**src/rtl/asps_consts.vh**
```
`ifndef ASPS_CONSTS_VH
`define ASPS_CONSTS_VH
// ==========================================
// Clock and filter timing.
`define ASPS_CLK_PERIOD_NS 5
`define ASPS_FILT_SHIFT    8
`define ASPS_TAU0_MS       10'h005
`define ASPS_TAU1_MS       10'h00a
`define ASPS_TAU2_MS       10'h014
`define ASPS_TAU3_MS       10'h028
`define ASPS_TAU4_MS       10'h050
`define ASPS_TAU5_MS       10'h0a0
`define ASPS_TAU6_MS       10'h140
`define ASPS_TAU7_MS       10'h280
`define ASPS_TAU8_MS       10'h3e8
// ==========================================
// Register byte offsets.
`define ASPS_OFS_FILT       8'h00
`define ASPS_OFS_DISP       8'h04
`define ASPS_OFS_VOLT_GF    8'h08
`define ASPS_OFS_VI_GF      8'h0c
`define ASPS_OFS_VOLT_BF    8'h10
`define ASPS_OFS_VOLT_BP    8'h14
`define ASPS_OFS_VOLT_GP    8'h18
`define ASPS_OFS_VI_BF      8'h1c
`define ASPS_OFS_VI_BP      8'h20
`define ASPS_OFS_VI_GP      8'h24
`define ASPS_OFS_SEL        8'h28
`define ASPS_OFS_FREQ       8'h2c
`define ASPS_OFS_LEVEL      8'h30
// ==========================================
// Field positions of the selector register.
`define ASPS_SEL_VOLT_RNG   0
`define ASPS_SEL_VI_RNG_LO  4
`define ASPS_SEL_RESTR      8
`define ASPS_SEL_WP_LO      12
// ==========================================
// Reset values and limits (frequency in 0.01 Hz, points in 0.1 %).
`define ASPS_RST_FILT       4'h1
`define ASPS_MAX_FILT       4'h8
`define ASPS_RST_GF         16'h1388
`define ASPS_RST_BF         16'h0000
`define ASPS_MAX_FREQ       16'h9c40
`define ASPS_RST_VOLT_BP    12'h000
`define ASPS_RST_VOLT_GP    12'h3e8
`define ASPS_RST_VI_BP      12'h0c8
`define ASPS_RST_VI_GP      12'h3e8
`define ASPS_MAX_PT         12'hbb8
`define ASPS_PCT_FULL       12'h3e8
`define ASPS_RST_VOLT_RNG   1'b1
`define ASPS_RST_VI_RNG     2'h0
`define ASPS_MAX_VI_RNG     2'h2
`define ASPS_FS_5V          12'h1f4
`define ASPS_FS_10V         12'h3e8
`define ASPS_FS_20MA        12'h7d0
`endif

```
**src/rtl/asps_scaler.v**
```verilog
`timescale 1ns/100ps
`include "asps_consts.vh"

module asps_scaler #(
	parameter integer FILT_CYC_PER_MS = (1000000 / `ASPS_CLK_PERIOD_NS) >> `ASPS_FILT_SHIFT
) (
	input  wire        sys_clk_i,
	input  wire        rst_i,
	input  wire        hsel_i,
	input  wire [7:0]  haddr_i,
	input  wire [1:0]  htrans_i,
	input  wire        hwrite_i,
	input  wire [2:0]  hsize_i,
	input  wire [31:0] hwdata_i,
	input  wire        hready_i,
	output wire [31:0] hrdata_o,
	output wire        hreadyout_o,
	output wire        hresp_o,
	input  wire [11:0] volt_sample_i,
	input  wire        volt_sample_valid_i,
	input  wire [11:0] vi_sample_i,
	input  wire        vi_sample_valid_i,
	input  wire        input_select_signal_i,
	output wire [15:0] volt_freq_o,
	output wire [15:0] vi_freq_o,
	output wire [15:0] freq_cmd_o
);

// ==========================================
// Helper functions.
function [9:0] tau_ms;
	input [3:0] sel;
	begin
		case (sel)
			4'h0: tau_ms = `ASPS_TAU0_MS;
			4'h1: tau_ms = `ASPS_TAU1_MS;
			4'h2: tau_ms = `ASPS_TAU2_MS;
			4'h3: tau_ms = `ASPS_TAU3_MS;
			4'h4: tau_ms = `ASPS_TAU4_MS;
			4'h5: tau_ms = `ASPS_TAU5_MS;
			4'h6: tau_ms = `ASPS_TAU6_MS;
			4'h7: tau_ms = `ASPS_TAU7_MS;
			default: tau_ms = `ASPS_TAU8_MS;
		endcase
	end
endfunction

// One lag step: y moves 1/256 of the way to x per tick, so tau is 256 ticks.
function [19:0] filt_step;
	input [19:0] y;
	input [11:0] x;
	reg signed [20:0] d;
	reg signed [20:0] s;
	begin
		d = $signed({1'b0, x, 8'h00}) - $signed({1'b0, y});
		s = $signed({1'b0, y}) + (d >>> `ASPS_FILT_SHIFT);
		filt_step = s[19:0];
	end
endfunction

function [11:0] to_pct;
	input [11:0] code;
	reg [23:0] p;
	begin
		p = code * `ASPS_PCT_FULL + 24'h000800;
		to_pct = p[23:12];
	end
endfunction

function [15:0] map_freq;
	input [11:0] pct;
	input [11:0] bp;
	input [11:0] gp;
	input [15:0] bf;
	input [15:0] gf;
	reg   [15:0] span;
	reg   [11:0] den;
	reg   [11:0] off;
	reg   [27:0] num;
	reg   [27:0] q;
	begin
		span = (gf >= bf) ? gf - bf : bf - gf;
		den = gp - bp;
		off = pct - bp;
		num = span * off + {17'h00000, den[11:1]};
		q = 28'h0000000;
		if (gp <= bp)
			map_freq = (pct < bp) ? bf : gf;
		else if (pct <= bp)
			map_freq = bf;
		else if (pct >= gp)
			map_freq = gf;
		else
		begin
			q = num / {16'h0000, den};
			map_freq = (gf >= bf) ? bf + q[15:0] : bf - q[15:0];
		end
	end
endfunction

function [15:0] to_unit;
	input [11:0] pct;
	input        in_volts;
	input [11:0] fs;
	reg   [23:0] v;
	begin
		v = (pct * fs + 24'h0001f4) / 24'h0003e8;
		to_unit = in_volts ? v[15:0] : {4'h0, pct};
	end
endfunction

// ==========================================
// Settings.
reg [3:0]  filter_setting_r;
reg        display_unit_selector_r;
reg [15:0] volt_in_gain_freq_r;
reg [15:0] vi_in_gain_freq_r;
reg [15:0] volt_in_bias_freq_r;
reg [11:0] volt_in_bias_point_r;
reg [11:0] volt_in_gain_point_r;
reg [15:0] vi_in_bias_freq_r;
reg [11:0] vi_in_bias_point_r;
reg [11:0] vi_in_gain_point_r;
reg        volt_in_range_selector_r;
reg [1:0]  vi_in_range_selector_r;
reg        display_restriction_selector_r;
reg [1:0]  write_protect_selection_r;

// ==========================================
// Bus slave. Writes finish with no wait; reads take one wait state so a read
// right behind a write to the same word already sees the new value.
reg        wr_pend_r;
reg        rd_pend_r;
reg [7:0]  addr_r;
reg [31:0] hrdata_r;
reg        hready_r;
reg [31:0] rd_mux;
wire       take = hsel_i & hready_i & htrans_i[1];
wire [31:0] w = hwdata_i;

reg [19:0] volt_y_r;
reg [19:0] vi_y_r;
reg [15:0] volt_freq_r;
reg [15:0] vi_freq_r;
reg [15:0] cmd_r;
wire [11:0] volt_pct = to_pct(volt_y_r[19:8]);
wire [11:0] vi_pct = to_pct(vi_y_r[19:8]);
wire [11:0] volt_fs = volt_in_range_selector_r ? `ASPS_FS_5V : `ASPS_FS_10V;
wire [11:0] vi_fs = (vi_in_range_selector_r == 2'h1) ? `ASPS_FS_5V :
	(vi_in_range_selector_r == 2'h2) ? `ASPS_FS_10V : `ASPS_FS_20MA;

always @*
begin
	rd_mux = 32'h00000000;
	case (addr_r)
		`ASPS_OFS_FILT:    rd_mux = {28'h0000000, filter_setting_r};
		`ASPS_OFS_DISP:    rd_mux = {31'h00000000, display_unit_selector_r};
		`ASPS_OFS_VOLT_GF: rd_mux = {16'h0000, volt_in_gain_freq_r};
		`ASPS_OFS_VI_GF:   rd_mux = {16'h0000, vi_in_gain_freq_r};
		`ASPS_OFS_VOLT_BF: rd_mux = {16'h0000, volt_in_bias_freq_r};
		`ASPS_OFS_VOLT_BP: rd_mux = {20'h00000, volt_in_bias_point_r};
		`ASPS_OFS_VOLT_GP: rd_mux = {20'h00000, volt_in_gain_point_r};
		`ASPS_OFS_VI_BF:   rd_mux = {16'h0000, vi_in_bias_freq_r};
		`ASPS_OFS_VI_BP:   rd_mux = {20'h00000, vi_in_bias_point_r};
		`ASPS_OFS_VI_GP:   rd_mux = {20'h00000, vi_in_gain_point_r};
		`ASPS_OFS_SEL:     rd_mux = {18'h00000, write_protect_selection_r, 3'h0,
			display_restriction_selector_r, 2'h0, vi_in_range_selector_r, 3'h0, volt_in_range_selector_r};
		`ASPS_OFS_FREQ:    rd_mux = {vi_freq_r, volt_freq_r};
		`ASPS_OFS_LEVEL:   rd_mux = {to_unit(vi_pct, display_unit_selector_r, vi_fs),
			to_unit(volt_pct, display_unit_selector_r, volt_fs)};
		default:           rd_mux = 32'h00000000;
	endcase
end

always @(posedge sys_clk_i or posedge rst_i)
begin
	if (rst_i)
	begin
		wr_pend_r <= 1'b0;
		rd_pend_r <= 1'b0;
		addr_r <= 8'h00;
		hrdata_r <= 32'h00000000;
		hready_r <= 1'b1;
	end
	else
	begin
		if (hready_r)
		begin
			wr_pend_r <= take & hwrite_i;
			rd_pend_r <= take & ~hwrite_i;
			hready_r <= ~(take & ~hwrite_i);
			if (take)
				addr_r <= {haddr_i[7:2], 2'h0};
		end
		else
		begin
			wr_pend_r <= 1'b0;
			rd_pend_r <= 1'b0;
			hready_r <= 1'b1;
		end
		if (rd_pend_r)
			hrdata_r <= rd_mux;
	end
end

// ==========================================
// Register writes. Out-of-range values are dropped and the old value kept.
// Write protection is stored for software but gates none of these settings.
always @(posedge sys_clk_i or posedge rst_i)
begin
	if (rst_i)
	begin
		filter_setting_r <= `ASPS_RST_FILT;
		display_unit_selector_r <= 1'b0;
		volt_in_gain_freq_r <= `ASPS_RST_GF;
		vi_in_gain_freq_r <= `ASPS_RST_GF;
		volt_in_bias_freq_r <= `ASPS_RST_BF;
		volt_in_bias_point_r <= `ASPS_RST_VOLT_BP;
		volt_in_gain_point_r <= `ASPS_RST_VOLT_GP;
		vi_in_bias_freq_r <= `ASPS_RST_BF;
		vi_in_bias_point_r <= `ASPS_RST_VI_BP;
		vi_in_gain_point_r <= `ASPS_RST_VI_GP;
		volt_in_range_selector_r <= `ASPS_RST_VOLT_RNG;
		vi_in_range_selector_r <= `ASPS_RST_VI_RNG;
		display_restriction_selector_r <= 1'b0;
		write_protect_selection_r <= 2'h0;
	end
	else if (wr_pend_r)
	begin
		case (addr_r)
			`ASPS_OFS_FILT:
				if (!display_restriction_selector_r && w[3:0] <= `ASPS_MAX_FILT && w[31:4] == 28'h0000000)
					filter_setting_r <= w[3:0];
			`ASPS_OFS_DISP:
				if (w[31:1] == 31'h00000000)
					display_unit_selector_r <= w[0];
			`ASPS_OFS_VOLT_GF:
				if (w[31:16] == 16'h0000 && w[15:0] <= `ASPS_MAX_FREQ)
					volt_in_gain_freq_r <= w[15:0];
			`ASPS_OFS_VI_GF:
				if (w[31:16] == 16'h0000 && w[15:0] <= `ASPS_MAX_FREQ)
					vi_in_gain_freq_r <= w[15:0];
			`ASPS_OFS_VOLT_BF:
				if (w[31:16] == 16'h0000 && w[15:0] <= `ASPS_MAX_FREQ)
					volt_in_bias_freq_r <= w[15:0];
			`ASPS_OFS_VOLT_BP:
				if (w[31:12] == 20'h00000 && w[11:0] <= `ASPS_MAX_PT)
					volt_in_bias_point_r <= w[11:0];
			`ASPS_OFS_VOLT_GP:
				if (w[31:12] == 20'h00000 && w[11:0] <= `ASPS_MAX_PT)
					volt_in_gain_point_r <= w[11:0];
			`ASPS_OFS_VI_BF:
				if (w[31:16] == 16'h0000 && w[15:0] <= `ASPS_MAX_FREQ)
					vi_in_bias_freq_r <= w[15:0];
			`ASPS_OFS_VI_BP:
				if (w[31:12] == 20'h00000 && w[11:0] <= `ASPS_MAX_PT)
					vi_in_bias_point_r <= w[11:0];
			`ASPS_OFS_VI_GP:
				if (w[31:12] == 20'h00000 && w[11:0] <= `ASPS_MAX_PT)
					vi_in_gain_point_r <= w[11:0];
			`ASPS_OFS_SEL:
			begin
				volt_in_range_selector_r <= w[`ASPS_SEL_VOLT_RNG];
				if (w[`ASPS_SEL_VI_RNG_LO+1 -: 2] <= `ASPS_MAX_VI_RNG)
					vi_in_range_selector_r <= w[`ASPS_SEL_VI_RNG_LO+1 -: 2];
				display_restriction_selector_r <= w[`ASPS_SEL_RESTR];
				write_protect_selection_r <= w[`ASPS_SEL_WP_LO+1 -: 2];
			end
			default:
				filter_setting_r <= filter_setting_r;
		endcase
	end
end

// ==========================================
// Lag filter. Both channels share one tick; a change of setting applies at once
// to the tick interval in progress, the running average is never reset.
reg  [19:0] tick_cnt_r;
reg  [11:0] volt_x_r;
reg  [11:0] vi_x_r;
wire [31:0] tick_lim = tau_ms(filter_setting_r) * FILT_CYC_PER_MS - 1;
wire        tick = (tick_cnt_r >= tick_lim[19:0]);

always @(posedge sys_clk_i or posedge rst_i)
begin
	if (rst_i)
	begin
		tick_cnt_r <= 20'h00000;
		volt_x_r <= 12'h000;
		vi_x_r <= 12'h000;
		volt_y_r <= 20'h00000;
		vi_y_r <= 20'h00000;
		volt_freq_r <= `ASPS_RST_BF;
		vi_freq_r <= `ASPS_RST_BF;
		cmd_r <= `ASPS_RST_BF;
	end
	else
	begin
		tick_cnt_r <= tick ? 20'h00000 : tick_cnt_r + 20'h00001;
		if (volt_sample_valid_i)
			volt_x_r <= volt_sample_i;
		if (vi_sample_valid_i)
			vi_x_r <= vi_sample_i;
		if (tick)
		begin
			volt_y_r <= filt_step(volt_y_r, volt_x_r);
			vi_y_r <= filt_step(vi_y_r, vi_x_r);
		end
		volt_freq_r <= map_freq(volt_pct, volt_in_bias_point_r, volt_in_gain_point_r,
			volt_in_bias_freq_r, volt_in_gain_freq_r);
		vi_freq_r <= map_freq(vi_pct, vi_in_bias_point_r, vi_in_gain_point_r,
			vi_in_bias_freq_r, vi_in_gain_freq_r);
		cmd_r <= input_select_signal_i ? vi_freq_r : volt_freq_r;
	end
end

assign hrdata_o = hrdata_r;
assign hreadyout_o = hready_r;
assign hresp_o = 1'b0;
assign volt_freq_o = volt_freq_r;
assign vi_freq_o = vi_freq_r;
assign freq_cmd_o = cmd_r;

endmodule

```
**config.mk**
```make
export PLATFORM = sky130hd
export DESIGN_NAME = asps_scaler
export DESIGN_NICKNAME = d
export VERILOG_FILES = /design/src/rtl/asps_scaler.v
export VERILOG_INCLUDE_DIRS = /design/src /design/src/rtl
export SDC_FILE = /design/constraint.sdc
export NUM_CORES = 2
export LEC_CHECK = 0
export BUFFER_PORTS_ARGS = -buffer_cell sky130_fd_sc_hd__buf_2
export CAP_MARGIN = 25
export CORE_AREA = 2 2 326 408
export CTS_CLUSTER_DIAMETER = 100
export CTS_CLUSTER_SIZE = 12
export DETAILED_ROUTE_END_ITERATION = 8
export DIE_AREA = 0 0 328 410
export HOLD_SLACK_MARGIN = 0.12
export PLACE_DENSITY = 0.84
export SLEW_MARGIN = 20
export SYNTH_ARGS = -nofsm -noshare
export SYNTH_HDL_FRONTEND = slang
export SYNTH_SLANG_ARGS = --single-unit
export TNS_END_PERCENT = 1
```
**constraint.sdc**
```tcl
create_clock -name sys_clk_i -period 111.6 [get_ports sys_clk_i]
set_input_delay 11.16 -clock sys_clk_i [delete_from_list [all_inputs] [get_ports sys_clk_i]]
set_output_delay 11.16 -clock sys_clk_i [all_outputs]
set_load 0.01 [all_outputs]
```
======== Yosys cells after proc, flatten, opt, wreduce, memory -nomap -nowiden ========
Memories as Yosys holds them, arrays and structs flattened.
Index checks and enable logic that the tools add are counted.
word-level totals
  register bits ........................... 296
  memory bits (read-only) ................. 80
  input port bits ......................... 77
  logic and storage cells ................. 145
  memories kept ........................... 1
memories
  name              depth  bits a word  rd ports  clocked after Yosys merged registers in  wr ports  RTL line          text
  (name not given)  8      10           1         0                                        0         asps_scaler.v:34  case (sel)
operators by class
  add/sub/neg operators ................... 24
  $mul .................................... 7
  divide/modulo/power cells ............... 4
  $lt $le $gt $ge ......................... 15
  equality and inequality tests ........... 14
  multiplexer cells ....................... 24
  bitwise operators ....................... 6
  reductions and logical operators ........ 23
operators by type and width
  cell                    number
  $pmux 32 s13            1
  $mux 16                 15
  $sub 16x16->16          6
  $add 28x11->28          2
  $div 28x12->28          2
  $mul 16x12->28          2
  $div 24x10->24 const B  2
  $add 22x12->23 const B  2
  $sub 20x20->21          2
  $add 20x13->20          2
  $mul 12x7->19 const B   2
  $reduce_and 3->1        11
  $add 16x16->16          2
  $ge 16x16->1            2
  $logic_not 31->1        1
  $eq 6x4->1 const B      5
  $logic_not 28->1        1
  $eq 6x3->1 const B      4
  $ge 11x12->1            2
  $le 11x12->1            2
  $le 12x12->1            2
  $lt 11x12->1            2
  $sub 11x12->12          2
  $sub 12x12->12          2
  other kinds (28)        41

======== Depth between registers and ports, before layout ========
  word-level depth ........................ 11
  mapped depth ............................ 499
  depth with buffers taken out ............ 468

======== Least setup slack after synthesis ========
No wires, ideal clock.
  path type ............................... register -> register
  from .................................... register volt_y_r[8]
  to ...................................... register volt_freq_r[15] (netlist: volt_freq_o[15])
  library setup time ...................... 143 ps
  data arrival time ....................... 93359 ps
  data required time ...................... 111457 ps
  setup slack ............................. 18098 ps
  cell stages (with the launch flop) ...... 460
  buffers on the path ..................... 36
  period minus slack after synthesis ...... 93502 ps
  cells stage by stage .................... dfrtp_1 -> fa_1 -> xor2_1 -> ha_1 -> inv_1 -> fa_1 -> inv_1 -> fa_1 -> ha_1 -> a21o_1 -> a21oi_1 -> nor2b_1 -> o21a_1 -> o21a_1 -> o21a_1 -> o21a_1 -> nor2_1 -> inv_1 -> (+424 left out) -> nor2b_1 -> o21a_1 -> o21a_1 -> o21ai_0 -> nand2b_1 -> a21oi_1 -> nor2b_1 -> nor2_1 -> o21bai_1 -> a21oi_1 -> nor2b_1 -> o21a_1 -> o21ai_0 -> nand2b_1 -> a21oi_1 -> xnor2_1 -> xnor2_1 -> o221ai_1
on the way
  word-level cells in the longest chain between the ends .. 11
  elaborated cells between the ends (all ways) .. 16
  those cells by class .................... add/sub (5); mul (2); div (1); order compare (3); mux (5)
ends and longest elaborated chain
  item                                              RTL line           text
  start: declaration                                asps_scaler.v:141  reg [19:0] volt_y_r;
  start signal: assignment                          asps_scaler.v:306  volt_y_r <= filt_step(volt_y_r, volt_x_r);
  $mul 12x7->19 (no source line) (*)                -
  $add 22x12->23 (*)                                asps_scaler.v:65   p = code * `ASPS_PCT_FULL + 24'h000800;
  $sub 11x12->12                                    asps_scaler.v:84   off = pct - bp;
  $mul 16x12->28                                    asps_scaler.v:85   num = span * off + {17'h00000, den[11:1]};
  $add 28x11->28                                    asps_scaler.v:85
  $div 28x12->28                                    asps_scaler.v:95   q = num / {16'h0000, den};
  $sub 16x16->16 or $add 16x16->16 (tied branches)  asps_scaler.v:96   map_freq = (gf >= bf) ? bf + q[15:0] : bf - q[15:0];
  $mux 16                                           asps_scaler.v:96
  $mux 16                                           asps_scaler.v:91   else if (pct >= gp)
  $mux 16                                           asps_scaler.v:89   else if (pct <= bp)
  $mux 16 (*)                                       asps_scaler.v:87   if (gp <= bp)
  end signal: assignment                            asps_scaler.v:293  volt_freq_r <= `ASPS_RST_BF;
  end signal: assignment                            asps_scaler.v:309  volt_freq_r <= map_freq(volt_pct, volt_in_bias_point_r, volt_in_gain_point_r,
  end: declaration                                  asps_scaler.v:143  reg [15:0] volt_freq_r;
Mark *: on every way between the ends. The rest lies on a longest branch, timed or not.
A chain may end at the register's enable or synchronous reset.

======== Worst setup path after layout ========
Same ends and word-level chain as after synthesis.

==> out/qor.csv <==
stage,metric,value,unit
die,core_area,131100,µm²
logic_synthesis,synth_xor_area_share,6.109,%
logic_synthesis,ys.flop_type,dfrtp_1,
finish,fillers,10760,
logic_synthesis,synthMuxAreaShare,5.098,%
placement,gp_congestion,0.9982,
worst_setup_path,crit_top_cell,o21a_1,
timing,fin_ws,6.420,ns
cts,cts_tree,yes,
cts,cts_buffers,28,
outcome,outcome,completed,
die,initial_core_util,66.30,%
worst_setup_path,reg2regPathDepth,437,
drt,drt_iter0_markers,6530,
global_routing,grt_pass1_vias,84570,
logic_synthesis,synth-compound-area-share,23.14,%
timing,tightest_slew,1.131,ns
finish,layout.nets,12900,
worst_setup_path,cp_max_fo,27,
finish,area_growth,4.372,%
job,drv_cap,0,
logic_synthesis,seq_area_frac_synth,8.565,%
die,row_count,149,
global_routing,busiest_layer,met2,
logic_synthesis,netlist_instances,11090,
finish,fin_cells,12840,
worst_hold_path,min_path_type,reg2reg,
global_routing,grtUsageMet3,5.744,%
cts,clk_path_buf_depth,3,
timing,finalHoldViolCount,0,
logic_synthesis,synth.avg_cell_area,7.833,µm²
finish,final_cell_mix,"1,228 x ha_1, 1,062 x inv_1, 946 x nand2_1",
global_routing,grt_usage,38.49,%
worst_setup_path,worstPathRequired,112.05,ns
global_routing,antenna_found_initial,13,
global_routing,use_met2,67.17,%
worst_setup_path,slowest_delay,0.62,ns
finish,mostFrequentLayoutCell,ha_1,
worst_setup_path,slowest_stage,or2_1,
die,ios,159,
worst_setup_path,end_kind,register,
timing,setup_viol,0,
die,die_x,328,µm
global_routing,grt_pass1_wl,426500,µm
drt,wl_per_cell,20.69,µm
global_routing,grt-ovfl-total,0,
placement,dpl.cell_count,12770,
placement,dp_slack,5.656,ns
logic_synthesis,synth_edf_count,0,
logic_synthesis,synth_top_family_by_area,adder cells,
timing,skew,0.01688,ns
die,dieArea,134500,µm²
drt,ant_nets,0,
worst_setup_path,worst_ep_arrival_time,105.63,ns
timing,fmax,9.507,MHz
logic_synthesis,yosys.area_share.adder,29.78,%
finish,drive_gt1_share,8.369,%
drt,totalWireLength,265700,µm
timing,slew_headroom,24.09,%
finish,final_util,69.20,%
timing,finalCriticalPeriod,105.18,ns
logic_synthesis,synth_warnings,0,
worst_setup_path,reg2reg_slack,6.42,ns
logic_synthesis,synthSimpleGateAreaFrac,21.09,%
worst_hold_path,holdPathStages,1,
drt,drc,0,
cts,cts_root_buf,clkbuf_16,
placement,portBuffers,151,
timing,fin_crit_sh,94.25,%
placement,dp_hpwl,217400,µm
timing,fin_setup_tns,0,ns
cts,clkSlewWorstSetupHoldPaths,0.07,ns
cts,clkSinkCount,296,
drt,via_count,84800,
worst_setup_path,critPathKind,reg2reg,
worst_setup_path,cp-start-kind,register,
global_routing,use_met1,42.92,%
logic_synthesis,ys_ff_latch,296,
logic_synthesis,synth.distinct_cells,144,
cts,clk_latency,0.61,ns
drt,via_per_inst,6.604,
cts,htreeDepth,1,
drt,first_pass_iters,9,
die,die_h,410,µm
logic_synthesis,async_flop_share,100.0,%
global_routing,grt_max_degree,164,
timing,slew_viol_final,0,
logic_synthesis,syn_area,86890,µm²
[logic make-up (layout without fill, tap and decap cells)]
logic type      count (synthesis)  count (layout)
simple gates                 3701            3701
flops                         296             296
compound gates               2921            2921
other cells                     2              11
fa+ha+maj                    1757            1757
xor+xnor                      606             606
mux                           396             396
buf+inv                      1413            1416
[path summary, 6_finish.rpt]
path                              endpoint   startpoint
max in group asynchronous    freq_cmd_o[9]        rst_i
min reg2reg                    hrdata_o[8]  hrdata_o[8]
max                        volt_freq_o[15]  volt_y_r[8]
min in group asynchronous        vi_x_r[0]        rst_i
max reg2reg                volt_freq_o[15]  volt_y_r[8]
min                            hrdata_o[8]  hrdata_o[8]
[registers in the layout, summed over array words and instances (netlist names), 16 cells and up]
signal / flops
volt_freq_o: 16
vi_in_gain_freq_r: 16
tick_cnt_r: 20
freq_cmd_o: 16
hrdata_o: 32
volt_in_bias_freq_r: 16
volt_in_gain_freq_r: 16
volt_y_r: 20
vi_y_r: 20
vi_freq_o: 16
vi_in_bias_freq_r: 16
[layout make-up]
| class | count | area [µm²] | share of cell area, % |
|---|---|---|---|
| Antenna cell | 4 | 10.01 | 0.01104 |
| Clock buffer | 50 | 783.3 | 0.8637 |
| Clock inverter | 2 | 35.03 | 0.03863 |
| Inverter | 1066 | 4009 | 4.421 |
| Multi-Input combinational cell | 9388 | 74330 | 81.97 |
| Sequential cell | 296 | 7442 | 8.206 |
| Tap cell | 1736 | 2172 | 2.395 |
| Timing Repair Buffer | 298 | 1902 | 2.097 |
[critical path: cells and delay by family, from the launching register on]
kind                     cells  cell delay, ns
flip-flops                   1            0.49
AND/OR/NAND/NOR            108           26.05
buffers and inverters       29            4.70
XOR/XNOR                     6            1.69
AO/OA/AOI/OAI              242           53.64
adder cells (fa/ha/maj)     42           14.38
multiplexers                10            3.71
[per-layer routing]
metal / up-vias / share of wire [%]
li1: 39750 / -
met1: 40430 / 37
met2: 3480 / 48
met3: 1121 / 7.0
met4: 18 / 8.2
met5: - / 0.044
[timing repair]
action	in CTS	in global routing
hold buffers	0	0
endpoints found under the setup margin	0	16
resized for setup	0	16
buffers inserted	0	7
[synth_stat cells (69+ instances only)]
cell	n	area, µm²
ha_1	1228	15360
inv_1	1063	3990
nand2_1	946	3551
nor2_1	880	3303
a21oi_1	601	3008
fa_1	521	10430
o21ai_0	490	2452
nor3_1	463	2317
xnor2_1	405	3547
o21a_1	357	2680
mux2_2	290	3266
clkbuf_1	285	1070
dfrtp_1	268	6706
a21o_1	239	1794
nand2b_1	221	1383
and2_1	210	1314
xor2_1	201	1760
nand3_1	199	996.0
o31ai_1	198	1486
nor2b_1	126	788.3
or3_1	107	669.4
o211ai_1	105	788.3
nand4_1	104	650.6
or2_2	99	619.3
mux2i_1	95	950.9
a31oi_1	90	563.0
a211oi_1	84	630.6
and3_1	78	488.0
o21bai_1	73	548.0
nor4_1	69	431.7
[metrics by stage]
stage	hold slack (ns)	area, µm²
3_3_place_gp	0.4625	89540
3_5_place_dp	0.4737	89590
6_report	0.4948	90690
4_1_cts	0.4908	90410
2_1_floorplan	0.4754	86910
5_1_grt	0.5235	90680
Power is left out: the tool's default activity adds up to more than one toggle a clock period on the data nets, which glitch-free logic cannot reach.
